[config.mk]
export PLATFORM = sky130hd
export DESIGN_NAME = status_led_light_level
export DESIGN_NICKNAME = d
export VERILOG_FILES = /design/src/core/sll_pkg.sv /design/src/core/sll_pwm.sv /design/src/core/status_led_light_level.sv
export VERILOG_INCLUDE_DIRS = /design/src /design/src/core
export SDC_FILE = /design/constraint.sdc
export NUM_CORES = 1
export LEC_CHECK = 0
export BUFFER_PORTS_ARGS = -buffer_cell sky130_fd_sc_hd__buf_2
export CORE_MARGIN = 2
export CORE_UTILIZATION = 50
export CTS_BUF_LIST = sky130_fd_sc_hd__clkbuf_4 sky130_fd_sc_hd__clkbuf_8 sky130_fd_sc_hd__clkbuf_16
export CTS_CLUSTER_DIAMETER = 150
export CTS_CLUSTER_SIZE = 20
export DETAILED_ROUTE_END_ITERATION = 10
export GPL_ROUTABILITY_DRIVEN = 0
export HOLD_SLACK_MARGIN = 0.12
export PLACE_DENSITY = 0.71
export SYNTH_ARGS = -nofsm -noshare
export SYNTH_HDL_FRONTEND = slang
export SYNTH_SLANG_ARGS = --single-unit
[constraint.sdc]
create_clock -name sys_clk -period 13.44 [get_ports sys_clk]
set_input_delay 2.688 -clock sys_clk [delete_from_list [all_inputs] [get_ports sys_clk]]
set_output_delay 2.688 -clock sys_clk [all_outputs]
set_load 0.005 [all_outputs]
[src/core/sll_cfg.svh]
// Register offsets, reset values and timing constants of the status light block
`ifndef SLL_CFG_SVH
`define SLL_CFG_SVH

// ----------------------------------------------------------------
// Holding register numbers
// ----------------------------------------------------------------
`define SLL_HR_COMM_TIMEOUT 16'h0008
`define SLL_HR_BUS_TERM 16'h0009
`define SLL_HR_LIGHT_ACTIVE 16'h0023
`define SLL_HR_LIGHT_STANDBY 16'h0024
`define SLL_HR_LED_SOURCE 16'h004f
`define SLL_HR_LED_BRIGHT 16'h0050

// ----------------------------------------------------------------
// Input register numbers
// ----------------------------------------------------------------
`define SLL_IR_LIGHT_LUX 16'h0029
`define SLL_IR_LIGHT_CLASS 16'h002a

// ----------------------------------------------------------------
// Reset values and field codes
// ----------------------------------------------------------------
`define SLL_RST_COMM_TIMEOUT 16'h0000
`define SLL_RST_BUS_TERM 16'h0000
`define SLL_RST_LIGHT_ACTIVE 16'h01f4
`define SLL_RST_LIGHT_STANDBY 16'h0064
`define SLL_RST_LED_SOURCE 16'h0000
`define SLL_RST_LED_BRIGHT 16'h0064
`define SLL_SRC_HUMIDITY_BIT 0
`define SLL_BRIGHT_FULL_PCT 16'h0064
`define SLL_BRIGHT_STEP_PCT 16'h000a
`define SLL_BRIGHT_STEPS 10

// ----------------------------------------------------------------
// Timing
// ----------------------------------------------------------------
`define SLL_CLK_MHZ 100
`define SLL_BLINK_HALF_US 500000
`define SLL_SECOND_US 1000000
`define SLL_PWM_STEP_US 100
`define SLL_BLINK_HALF_CYC (`SLL_BLINK_HALF_US * `SLL_CLK_MHZ)
`define SLL_SECOND_CYC (`SLL_SECOND_US * `SLL_CLK_MHZ)
`define SLL_PWM_STEP_CYC (`SLL_PWM_STEP_US * `SLL_CLK_MHZ)

`endif

[src/core/sll_pkg.sv]
// Types shared by the status light block
`include "sll_cfg.svh"

package sll_pkg;

  // Light classification, codes as reported in the class register
  typedef enum logic [1:0] {SLL_STANDBY, SLL_LOW_INTENSITY, SLL_ACTIVE} sll_light_t;

  // Which indicator pattern currently governs the lights
  typedef enum logic [1:0] {SLL_M_BOOT, SLL_M_OFF, SLL_M_FAULT, SLL_M_RANGE} sll_mode_t;

  typedef struct packed {
    logic signed [15:0] alertMin;
    logic signed [15:0] alertMax;
    logic signed [15:0] rangeMin;
    logic signed [15:0] rangeMax;
  } sll_limits_t;

  typedef struct packed {
    logic wr;
    logic rd;
    logic inputSpace;
    logic [15:0] addr;
    logic [15:0] data;
  } sll_reg_req_t;

  typedef struct packed {
    logic valid;
    logic err;
    logic [15:0] data;
  } sll_reg_rsp_t;

  typedef struct packed {
    logic green;
    logic yellow;
    logic red;
  } sll_leds_t;

endpackage

[src/core/sll_pwm.sv]
// Brightness modulator for the indicator lights
`timescale 1ns/1ps
`include "sll_cfg.svh"

module sll_pwm
  import sll_pkg::*;
#(
  parameter int STEPS = `SLL_BRIGHT_STEPS,
  parameter int STEP_CYCLES = `SLL_PWM_STEP_CYC
) (
  input wire logic sys_clk,
  input wire logic resetn,
  input wire logic [3:0] level,
  output logic pwmOn
);

  logic [31:0] preCnt_ff;
  logic [31:0] nxt_preCnt;
  logic [3:0] stepCnt_ff;
  logic [3:0] nxt_stepCnt;
  logic pwmOn_ff;
  logic nxt_pwmOn;

  // ----------------------------------------------------------------
  // Step counter: one frame is STEPS slots of STEP_CYCLES each
  // ----------------------------------------------------------------
  always_comb begin
    nxt_preCnt = preCnt_ff + 32'h00000001;
    nxt_stepCnt = stepCnt_ff;
    if (preCnt_ff >= 32'(STEP_CYCLES - 1)) begin
      nxt_preCnt = 32'h00000000;
      if (stepCnt_ff >= 4'(STEPS - 1)) begin
        nxt_stepCnt = 4'h0;
      end else begin
        nxt_stepCnt = stepCnt_ff + 4'h1;
      end
    end
    // Level 0 never lights, level STEPS lights every slot
    nxt_pwmOn = stepCnt_ff < level;
  end

  always_ff @(posedge sys_clk or negedge resetn) begin
    if (!resetn) begin
      preCnt_ff <= 32'h00000000;
      stepCnt_ff <= 4'h0;
      pwmOn_ff <= 1'b0;
    end else begin
      preCnt_ff <= nxt_preCnt;
      stepCnt_ff <= nxt_stepCnt;
      pwmOn_ff <= nxt_pwmOn;
    end
  end

  assign pwmOn = pwmOn_ff;

endmodule

[src/core/status_led_light_level.sv]
// Status indicator lights and ambient light classification
//
// Overview of operation
// Green steady inside alert limits
// Yellow steady outside alert limits, inside measurement range
// Yellow blinks on bus timeout, timeout nonzero
// Red steady outside measurement range
// Red blinks on sensing element link loss
// Bootloader: green and yellow alternate
// Download: red flashes as well
// Source temperature, humidity when selected
// Brightness zero to full, tenth steps
// Brightness zero switches all lights off
// Lux reading readable as input register
// Active and standby thresholds are writable
// Below standby threshold reports standby
// Above active threshold reports active
// Between thresholds reports low intensity
// Termination resistor follows enable register
// Network sets termination in two devices
// Priority: boot, off, faults, range
// Reading equal to threshold is low
`timescale 1ns/1ps
`include "sll_cfg.svh"

module status_led_light_level
  import sll_pkg::*;
#(
  parameter int BLINK_HALF_CYCLES = `SLL_BLINK_HALF_CYC,
  parameter int SECOND_CYCLES = `SLL_SECOND_CYC,
  parameter int PWM_STEP_CYCLES = `SLL_PWM_STEP_CYC
) (
  input wire logic sys_clk,
  input wire logic resetn,
  input wire sll_reg_req_t regReq,
  output sll_reg_rsp_t regRsp,
  input wire logic commFrame,
  input wire logic signed [15:0] temperatureValue,
  input wire logic signed [15:0] relative_humidity_value,
  input wire sll_limits_t tempLimits,
  input wire sll_limits_t humLimits,
  input wire logic sensorLinkLost,
  input wire logic bootMode,
  input wire logic bootDownload,
  input wire logic [15:0] luxValue,
  output sll_leds_t leds,
  output logic bus_termination_resistor
);

  // ----------------------------------------------------------------
  // Helpers
  // ----------------------------------------------------------------
  function automatic sll_leds_t rangeLeds(input logic signed [15:0] v,
                                          input sll_limits_t lim);
    sll_leds_t r;
    r = '0;
    if (v < lim.rangeMin || v > lim.rangeMax) begin
      r.red = 1'b1;
    end else if (v >= lim.alertMin && v <= lim.alertMax) begin
      r.green = 1'b1;
    end else begin
      r.yellow = 1'b1;
    end
    return r;
  endfunction

  // Percent to tenths, anything above full scale counts as full
  function automatic logic [3:0] brightSteps(input logic [15:0] pct);
    logic [15:0] q;
    q = pct / `SLL_BRIGHT_STEP_PCT;
    if (pct >= `SLL_BRIGHT_FULL_PCT) begin
      q = 16'(`SLL_BRIGHT_STEPS);
    end
    return q[3:0];
  endfunction

  function automatic sll_light_t classify(input logic [15:0] lux,
                                          input logic [15:0] standby,
                                          input logic [15:0] active);
    sll_light_t c;
    if (lux < standby) begin
      c = SLL_STANDBY;
    end else if (lux > active) begin
      c = SLL_ACTIVE;
    end else begin
      // Equal to either level falls here as well
      c = SLL_LOW_INTENSITY; // see R15
    end
    return c;
  endfunction

  // ----------------------------------------------------------------
  // Holding registers and read port
  // ----------------------------------------------------------------
  logic [15:0] timeout_ff, nxt_timeout;
  logic [15:0] busTerm_ff, nxt_busTerm;
  logic [15:0] activeThr_ff, nxt_activeThr;
  logic [15:0] standbyThr_ff, nxt_standbyThr;
  logic [15:0] ledSource_ff, nxt_ledSource;
  logic [15:0] bright_ff, nxt_bright;
  logic [15:0] lux_ff, nxt_lux;
  sll_light_t lightClass_ff, nxt_lightClass;
  sll_reg_rsp_t rsp_ff, nxt_rsp;
  logic busTermOut_ff, nxt_busTermOut;

  always_comb begin
    nxt_timeout = timeout_ff;
    nxt_busTerm = busTerm_ff;
    nxt_activeThr = activeThr_ff;
    nxt_standbyThr = standbyThr_ff;
    nxt_ledSource = ledSource_ff;
    nxt_bright = bright_ff;
    nxt_rsp = '0;
    nxt_lux = luxValue;
    nxt_lightClass = classify(lux_ff, standbyThr_ff, activeThr_ff);
    nxt_busTermOut = busTerm_ff != 16'h0000;
    if (regReq.wr) begin
      nxt_rsp.valid = 1'b1;
      if (regReq.inputSpace) begin
        // Input registers are read only
        nxt_rsp.err = 1'b1;
      end else begin
        case (regReq.addr)
          `SLL_HR_COMM_TIMEOUT: nxt_timeout = regReq.data;
          `SLL_HR_BUS_TERM: nxt_busTerm = regReq.data;
          `SLL_HR_LIGHT_ACTIVE: nxt_activeThr = regReq.data;
          `SLL_HR_LIGHT_STANDBY: nxt_standbyThr = regReq.data;
          `SLL_HR_LED_SOURCE: nxt_ledSource = regReq.data;
          `SLL_HR_LED_BRIGHT: nxt_bright = regReq.data;
          default: nxt_rsp.err = 1'b1;
        endcase
      end
    end else if (regReq.rd) begin
      nxt_rsp.valid = 1'b1;
      if (regReq.inputSpace) begin
        case (regReq.addr)
          `SLL_IR_LIGHT_LUX: nxt_rsp.data = lux_ff;
          `SLL_IR_LIGHT_CLASS: nxt_rsp.data = {14'h0000, lightClass_ff};
          default: nxt_rsp.err = 1'b1;
        endcase
      end else begin
        case (regReq.addr)
          `SLL_HR_COMM_TIMEOUT: nxt_rsp.data = timeout_ff;
          `SLL_HR_BUS_TERM: nxt_rsp.data = busTerm_ff;
          `SLL_HR_LIGHT_ACTIVE: nxt_rsp.data = activeThr_ff;
          `SLL_HR_LIGHT_STANDBY: nxt_rsp.data = standbyThr_ff;
          `SLL_HR_LED_SOURCE: nxt_rsp.data = ledSource_ff;
          `SLL_HR_LED_BRIGHT: nxt_rsp.data = bright_ff;
          default: nxt_rsp.err = 1'b1;
        endcase
      end
    end
  end

  always_ff @(posedge sys_clk or negedge resetn) begin
    if (!resetn) begin
      timeout_ff <= `SLL_RST_COMM_TIMEOUT;
      busTerm_ff <= `SLL_RST_BUS_TERM;
      activeThr_ff <= `SLL_RST_LIGHT_ACTIVE;
      standbyThr_ff <= `SLL_RST_LIGHT_STANDBY;
      ledSource_ff <= `SLL_RST_LED_SOURCE;
      bright_ff <= `SLL_RST_LED_BRIGHT;
      lux_ff <= 16'h0000;
      lightClass_ff <= SLL_STANDBY;
      rsp_ff <= '0;
      busTermOut_ff <= 1'b0;
    end else begin
      timeout_ff <= nxt_timeout;
      busTerm_ff <= nxt_busTerm;
      activeThr_ff <= nxt_activeThr;
      standbyThr_ff <= nxt_standbyThr;
      ledSource_ff <= nxt_ledSource;
      bright_ff <= nxt_bright;
      lux_ff <= nxt_lux;
      lightClass_ff <= nxt_lightClass;
      rsp_ff <= nxt_rsp;
      busTermOut_ff <= nxt_busTermOut;
    end
  end

  // ----------------------------------------------------------------
  // Blink time base and bus silence timer
  // ----------------------------------------------------------------
  logic [31:0] blinkCnt_ff, nxt_blinkCnt;
  logic blinkPhase_ff, nxt_blinkPhase;
  logic [31:0] secCnt_ff, nxt_secCnt;
  logic [15:0] idleSec_ff, nxt_idleSec;

  always_comb begin
    nxt_blinkCnt = blinkCnt_ff + 32'h00000001;
    nxt_blinkPhase = blinkPhase_ff;
    if (blinkCnt_ff >= 32'(BLINK_HALF_CYCLES - 1)) begin
      nxt_blinkCnt = 32'h00000000;
      nxt_blinkPhase = ~blinkPhase_ff;
    end
    nxt_secCnt = secCnt_ff + 32'h00000001;
    nxt_idleSec = idleSec_ff;
    if (secCnt_ff >= 32'(SECOND_CYCLES - 1)) begin
      nxt_secCnt = 32'h00000000;
      // Saturates so a long silence never wraps back to healthy
      if (idleSec_ff != 16'hffff) begin
        nxt_idleSec = idleSec_ff + 16'h0001;
      end
    end
    // Any frame on the bus restarts the silence measurement
    if (commFrame) begin
      nxt_secCnt = 32'h00000000;
      nxt_idleSec = 16'h0000;
    end
  end

  always_ff @(posedge sys_clk or negedge resetn) begin
    if (!resetn) begin
      blinkCnt_ff <= 32'h00000000;
      blinkPhase_ff <= 1'b0;
      secCnt_ff <= 32'h00000000;
      idleSec_ff <= 16'h0000;
    end else begin
      blinkCnt_ff <= nxt_blinkCnt;
      blinkPhase_ff <= nxt_blinkPhase;
      secCnt_ff <= nxt_secCnt;
      idleSec_ff <= nxt_idleSec;
    end
  end

  // ----------------------------------------------------------------
  // Indicator pattern selection
  // ----------------------------------------------------------------
  logic pwmOn;
  logic commTimedOut;
  sll_mode_t mode;
  sll_leds_t pattern;
  sll_leds_t leds_ff, nxt_leds;

  sll_pwm #(
    .STEPS(`SLL_BRIGHT_STEPS),
    .STEP_CYCLES(PWM_STEP_CYCLES)
  ) u_pwm (
    .sys_clk(sys_clk),
    .resetn(resetn),
    .level(brightSteps(bright_ff)),
    .pwmOn(pwmOn)
  );

  // A zero timeout disables the supervision
  assign commTimedOut = (timeout_ff != 16'h0000) && (idleSec_ff >= timeout_ff);

  always_comb begin
    if (bootMode) begin
      mode = SLL_M_BOOT;
    end else if (bright_ff == 16'h0000) begin
      mode = SLL_M_OFF;
    end else if (commTimedOut || sensorLinkLost) begin
      mode = SLL_M_FAULT;
    end else begin
      mode = SLL_M_RANGE;
    end
    pattern = '0;
    case (mode)
      SLL_M_BOOT: begin
        pattern.green = blinkPhase_ff;
        pattern.yellow = ~blinkPhase_ff;
        pattern.red = bootDownload & blinkPhase_ff;
      end
      SLL_M_OFF: begin
        pattern = '0;
      end
      SLL_M_FAULT: begin
        pattern.yellow = commTimedOut & blinkPhase_ff;
        pattern.red = sensorLinkLost & blinkPhase_ff;
      end
      SLL_M_RANGE: begin
        if (ledSource_ff[`SLL_SRC_HUMIDITY_BIT]) begin
          pattern = rangeLeds(relative_humidity_value, humLimits);
        end else begin
          pattern = rangeLeds(temperatureValue, tempLimits);
        end
      end
      default: pattern = '0;
    endcase
    // Dimming gates every lamp; zero brightness also forces zero steps
    nxt_leds.green = pattern.green & pwmOn;
    nxt_leds.yellow = pattern.yellow & pwmOn;
    nxt_leds.red = pattern.red & pwmOn;
  end

  always_ff @(posedge sys_clk or negedge resetn) begin
    if (!resetn) begin
      leds_ff <= '0;
    end else begin
      leds_ff <= nxt_leds;
    end
  end

  assign leds = leds_ff;
  assign regRsp = rsp_ff;
  assign bus_termination_resistor = busTermOut_ff;

endmodule

# Yosys cells after proc, flatten, opt, wreduce, memory -nomap -nowiden
# Cells that the tools add are included.
# word_totals
reg_bits	254
word_cells	120
output_inout_bits	22
input_bits	217
# op_classes
n_eq_ne	12
bitwise_logic	8
n_addsub	5
div_mod_pow	1
magnitude_cmp	17
muxes	34
reduce_logical	21
# ops
cell	n
two-way mux 32 bit	4
adder 32 x 1 -> 32 bit (second input constant)	3
case mux 16 bit (6 select lines)	1
equality test 16 x 6 -> 1 bit (second input constant)	4
two-way mux 16 bit	4
greater-or-equal comparator 16 bit	3
> comparator 16 bit	3
less-than comparator 16 bit	3
equality test 16 x 4 -> 1 bit (second input constant)	2
equality test 16 x 7 -> 1 bit (second input constant)	2
greater-or-equal comparator 32 x 14 -> 1 bit (second input constant)	1
greater-or-equal comparator 32 x 26 -> 1 bit (second input constant)	1
greater-or-equal comparator 32 x 27 -> 1 bit (second input constant)	1
less-or-equal comparator 16 bit	2
case mux 16 bit (2 select lines)	1
nonzero test 16 bit	2
two-way mux 18 bit	1
AND reduction 3 bit	6
two-way mux 17 bit	1
adder 16 x 1 -> 16 bit (second input constant)	1
divider 16 x 4 -> 16 bit (second input constant)	1
greater-or-equal comparator 16 x 7 -> 1 bit (second input constant)	1
logical NOT 16 bit	1
!= test 16 bit (second input constant)	1
other kinds (20)	48

# Depth between registers and ports, before layout
# logic_depth
depth_word	9
depth_mapped	27
mapped_depth_nobuf	22

# Modules after synthesis
# Synthesis repeated with hierarchy kept, for this count alone.
# unflattened
cells_unflattened	1841
hier_area_um2	17145.2
# modules_own_cells
mod	n_inst	area_each_um2	seq_area_each_um2	cells_each
status_led_light_level	1	15579.9	5445.2	1708
sll_pwm	1	1565.3	925.9	133

# Least setup slack after synthesis
# Ideal clock, no wire load.
# synth_path
path_kind	in2reg
from	input port humLimits[17] (netlist name)
to	register leds_ff, in the netlist leds[0]
setup_time_ns	0.084
n_path_buf	0
path_slack_ns	7.605
arrival_time_ns	5.751
stages	16
required_time_ns	13.356
path_cell_list	inv_1 > ha_1 > a21o_1 > a21o_1 > a21o_1 > a21o_1 > a21o_1 > a21o_1 > a21o_1 > a21o_1 > a21o_1 > a2111oi_0 > o21a_1 > a211oi_1 > or4b_1 > a21boi_0
# synth_lines
element	line	source
from (decl)	status_led_light_level.sv:41	input wire sll_limits_t humLimits,
to (signal assigned)	status_led_light_level.sv:291	leds_ff <= nxt_leds;
to (decl)	status_led_light_level.sv:233	sll_leds_t leds_ff, nxt_leds;

# Final worst setup path
# layout_path
from	register bright_ff[15]
to	register u_pwm.pwmOn_ff (netlist: u_pwm.pwmOn)
# layout_via
elab_chain_cells	3
word_cells_on_any_way	4
cone_classes	1 x div; 2 x order compare; 1 x mux
# layout_rtl
element	line	source
from (decl)	status_led_light_level.sv:100	logic [15:0] bright_ff, nxt_bright;
from (signal assigned)	status_led_light_level.sv:162	bright_ff <= `SLL_RST_LED_BRIGHT;
from (signal assigned)	status_led_light_level.sv:173	bright_ff <= nxt_bright;
divider 16 x 4 -> 16 bit (no line) / greater-or-equal comparator 16 x 7 -> 1 bit (equally long branches)	-	
two-way mux 4 bit *	status_led_light_level.sv:71	if (pct >= `SLL_BRIGHT_FULL_PCT) begin
less-than comparator 4 bit *	sll_pwm.sv:39	nxt_pwmOn = stepCnt_ff < level;
net u_pwm.nxt_pwmOn	sll_pwm.sv:22	logic nxt_pwmOn;
to (signal assigned)	sll_pwm.sv:50	pwmOn_ff <= nxt_pwmOn;
to (decl)	sll_pwm.sv:21	logic pwmOn_ff;
# Mark *: on every way through the listed nets, which the timed path passes. The rest lies on a longest branch.
# A chain may end at the register's enable or synchronous reset.

==> impl_metrics.json <==
{
  "grt_max_degree": 134,
  "hold_path_class": "reg2reg",
  "portBuffers": 238,
  "ys_ff_latch": 254,
  "cts_inserted_buffers": 16,
  "io_pins": 239,
  "start_util_pct": 50.60,
  "synth.top_cells.by_area": "dfrtp_1, ha_1, mux2_2",
  "syn_inst": 1820,
  "tightest_slew_ns": 1.073,
  "dr.pass1.iters": 8,
  "synth_fa_ha_area_share_pct": 13.87,
  "finalCritPeriodShare_pct": 44.28,
  "synth_top_area_share_pct": 35.78,
  "post-dp-hpwl_mm": 31.20,
  "fp.dieH_um": 188.0,
  "async_flop_share_pct": 100.0,
  "rsz0062_at_grt": "no",
  "core_area_sq_um": 33450,
  "hold_violations": 0,
  "area_growth_pct": 13.15,
  "reg2regPathDepth": 20,
  "drc_errors": 0,
  "clkSinkCount": 254,
  "cts_hold_buf": 0,
  "hold_depth": 1,
  "synth-edff-count": 0,
  "clock_path_buffers": 3,
  "die_x_um": 188.0,
  "max-cap-violations": 0,
  "slew_viol_final": 0,
  "vias_per_cell": 5.577,
  "netSwitchingFraction_pct": 25.59,
  "max-slew-margin-rel_pct": 28.44,
  "grt.total_usage_pct": 23.03,
  "skew_ns": 0.02431,
  "ir_worst_vdd_v": 0.0001037,
  "crit_top_cell": "o21ai_0",
  "synth-simple-area-share_pct": 16.81,
  "vias": 14005,
  "ys_warn_count": 0,
  "start_kind": "register",
  "synthFlopType": "dfrtp_1",
  "p_per_area_nw_per_um2": 80.15,
  "syn_avg_cell_area_sq_um": 9.299,
  "wl_mm": 40.84,
  "synth-compound-area-share_pct": 16.76,
  "cp-end-kind": "register",
  "antenna_found_initial": 0,
  "internal_power_w": 0.001142,
  "syn_area_sq_um": 16920,
  "p_switching_w": 0.0003927,
  "power_frac_seq_pct": 52.1,
  "path_max_fanout": 23,
  "wire_per_inst_um": 16.27,
  "arrival_ns": 6.38,
  "rows": 67,
  "power_frac_comb_pct": 14.4,
  "status": "finished clean",
  "num-nets-final": 2456,
  "cts_setup_buffers": 0,
  "grt_pass1_wl_mm": 68.27,
  "drive_gt1_share_pct": 19.29,
  "p_leak_nw": 9.418,
  "ys_seq_area_share_pct": 37.65,
  "synth_xor_area_share_pct": 3.778,
  "synth_top_cell_by_area": "dfrtp_1",
  "dp.cells": 2482,
  "cts_tree": "built",
  "synth_top_family_by_area": "simple AND/OR/NAND/NOR gates",
  "cts.reportedPaths.clkPinSlew_ns": 0.09,
  "clock_power_share_pct": 33.5,
  "dieArea_sq_um": 35330,
  "synthMuxAreaShare_pct": 5.123,
  "setup_violations": 0,
  "num-fill-cells": 3040,
  "crit_required_ns": 13.87,
  "h-tree-depth": 1,
  "cpMaxStageDelayCell": "dfrtp_1",
  "ant_nets": 0,
  "cts_root_buf": "clkbuf_16",
  "crit_path_max_incr_delay_ns": 0.86,
  "synth.distinct_cells": 98,
  "grt_overflow_total": 0,
  "path_class": "reg2reg",
  "final_cells": 2511,
  "cts_resized": 0,
  "finalSetupTns_ns": 0,
  "drt_iter0_markers": 658,
  "clock_latency_ns": 0.51,
  "antennaDiodeCount": 0,
  "grt_pass1_vias": 14032,
  "min_period_ns": 5.952,
  "max_freq_mhz": 168.0,
  "worstPathCellList": "and2_4 -> a21oi_1 -> a22oi_2 -> nand2_1 -> a2111oi_0 -> or4_1 -> nor2_1 -> o211ai_1 -> a31oi_1 -> o21ai_0 -> nand2_2 -> or3_1 -> a31o_2 -> ha_1 -> o21ai_0 -> nand2b_1 -> and2_1 -> nor2b_1 -> o21ai_0 -> o221ai_2"
}
-- power by group through the flow --
| stage | logic, W | registers (W) | clock network (W) |
|---|---|---|---|
| after floorplan | 0.000126 | 0.000810 | 0 |
| after global placement | 0.000213 | 0.000814 | 0 |
| after detailed placement | 0.000221 | 0.000815 | 0 |
| after CTS | 0.000223 | 0.000800 | 0.000531 |
| after global routing | 0.000256 | 0.000803 | 0.000561 |
| final | 0.000220 | 0.000800 | 0.000514 |
-- metrics by stage --
| step | power (W) | instance area (sq um) | hold slack, ns | util [%] | setup WS (ns) |
|---|---|---|---|---|---|
| 6_report | 0.001535 | 19150 | 0.4917 | 57.25 | 7.488 |
| 5_1_grt | 0.001620 | 19150 | 0.5115 | 57.25 | 7.095 |
| 4_1_cts | 0.001554 | 19140 | 0.4985 | 57.23 | 7.688 |
| 3_5_place_dp | 0.001036 | 18630 | 0.4861 | 55.71 | 7.170 |
| 3_3_place_gp | 0.001028 | 18630 | 0.4675 | 55.71 | 7.253 |
| 2_1_floorplan | 0.0009362 | 17030 | 0.4549 | - | 7.605 |
-- final timing paths --
path | endpoint | startpoint | slack [ns]
min reg2reg | secCnt_ff[0]$_DFF_PN0_ | secCnt_ff[0]$_DFF_PN0_ | 0.49
max in group asynchronous | bright_ff[8]$_DFFE_PN0P_ | resetn | 9.73
max | u_pwm.pwmOn$_DFF_PN0_ | bright_ff[15]$_DFFE_PN0P_ | 7.49
min in group asynchronous | ledSource_ff[10]$_DFFE_PN0P_ | resetn | 2.33
max reg2reg | u_pwm.pwmOn$_DFF_PN0_ | bright_ff[15]$_DFFE_PN0P_ | 7.49
min | secCnt_ff[0]$_DFF_PN0_ | secCnt_ff[0]$_DFF_PN0_ | 0.49
-- layout make-up --
type                    instances  area, sq um  area share [%]
clock buffers                  27        500.5           2.614
inverters                     195        732.0           3.823
clock inverters                 1        8.758         0.04574
repair buffers                249         1281           6.691
well taps                     448        560.5           2.927
flip-flops and latches        254         6371           33.27
multi-input cells            1337         9694           50.63
-- cell families (layout without fill, tap and decap cells) --
group	Yosys count	in the layout
and+or+nand+nor	556	556
AOI/OAI and AO/OA	414	414
buffers and inverters	257	472
DFF	254	254
adders and majority gates	188	188
muxes	77	77
xor gates and xnor gates	73	73
other	1	29
-- Yosys cell counts, drive strengths merged (4+ instances only) --
cell type and count:
a2111oi 5, a211oi 6, a21boi 5, a21o 52, a21oi 77, a221oi 7
a22o 4, a22oi 52, a31o 4, a31oi 27, a32oi 6, and2 14
and3 25, and4 5, buf 19, clkbuf 43, dfrtp 242, dfstp 12
ha 186, inv 195, mux2 74, nand2 100, nand2b 33, nand3 59
nand4 43, nor2 156, nor2b 30, nor3 23, nor4 26, o211ai 10
o21a 20, o21ai 86, o221ai 4, o22ai 6, o311ai 5, o31a 5
o31ai 6, or2 7, or3 12, or4 6, xnor2 28, xor2 45
-- per-layer routing --
metal / vias to the layer above / GRT usage (%) / wire length (um)
met3: 50 / 2.283 / 2131
met1: 6626 / 30.58 / 18380
met5: - / 0 / 0
met4: 0 / 4.694 / 674
met2: 424 / 40.95 / 19660
li1: 6905 / - / -
-- flip-flops by register name (all words and copies together), names as in the netlist, 16 cells and up --
| register | flops |
|---|---|
| activeThr_ff | 16 |
| lux_ff | 16 |
| timeout_ff | 16 |
| u_pwm.preCnt_ff | 32 |
| secCnt_ff | 32 |
| standbyThr_ff | 16 |
| regRsp | 18 |
| ledSource_ff | 16 |
| idleSec_ff | 16 |
| busTerm_ff | 16 |
| bright_ff | 16 |
| blinkCnt_ff | 32 |
-- layout by cell type, fill, tap and decap left out, types with 30 or more instances in the layout --
cell type / instances
dfrtp_1: 242
buf_2: 237
inv_1: 194
ha_1: 186
nor2_1: 154
nand2_1: 98
o21ai_0: 83
a21oi_1: 77
mux2_2: 73
nand3_1: 59
a21o_1: 52
a22oi_1: 51
xor2_1: 45
nand4_1: 43
nand2b_1: 33
nor2b_1: 30
-- critical path: cells and delay by family, from the launching register on --
family	cells	cell delay [ns]
compound gates	10	2.89
flops	1	0.86
fa+ha+maj	1	0.27
simple gates	9	1.87
No activity file was read; power rests on OpenSTA's default activity.
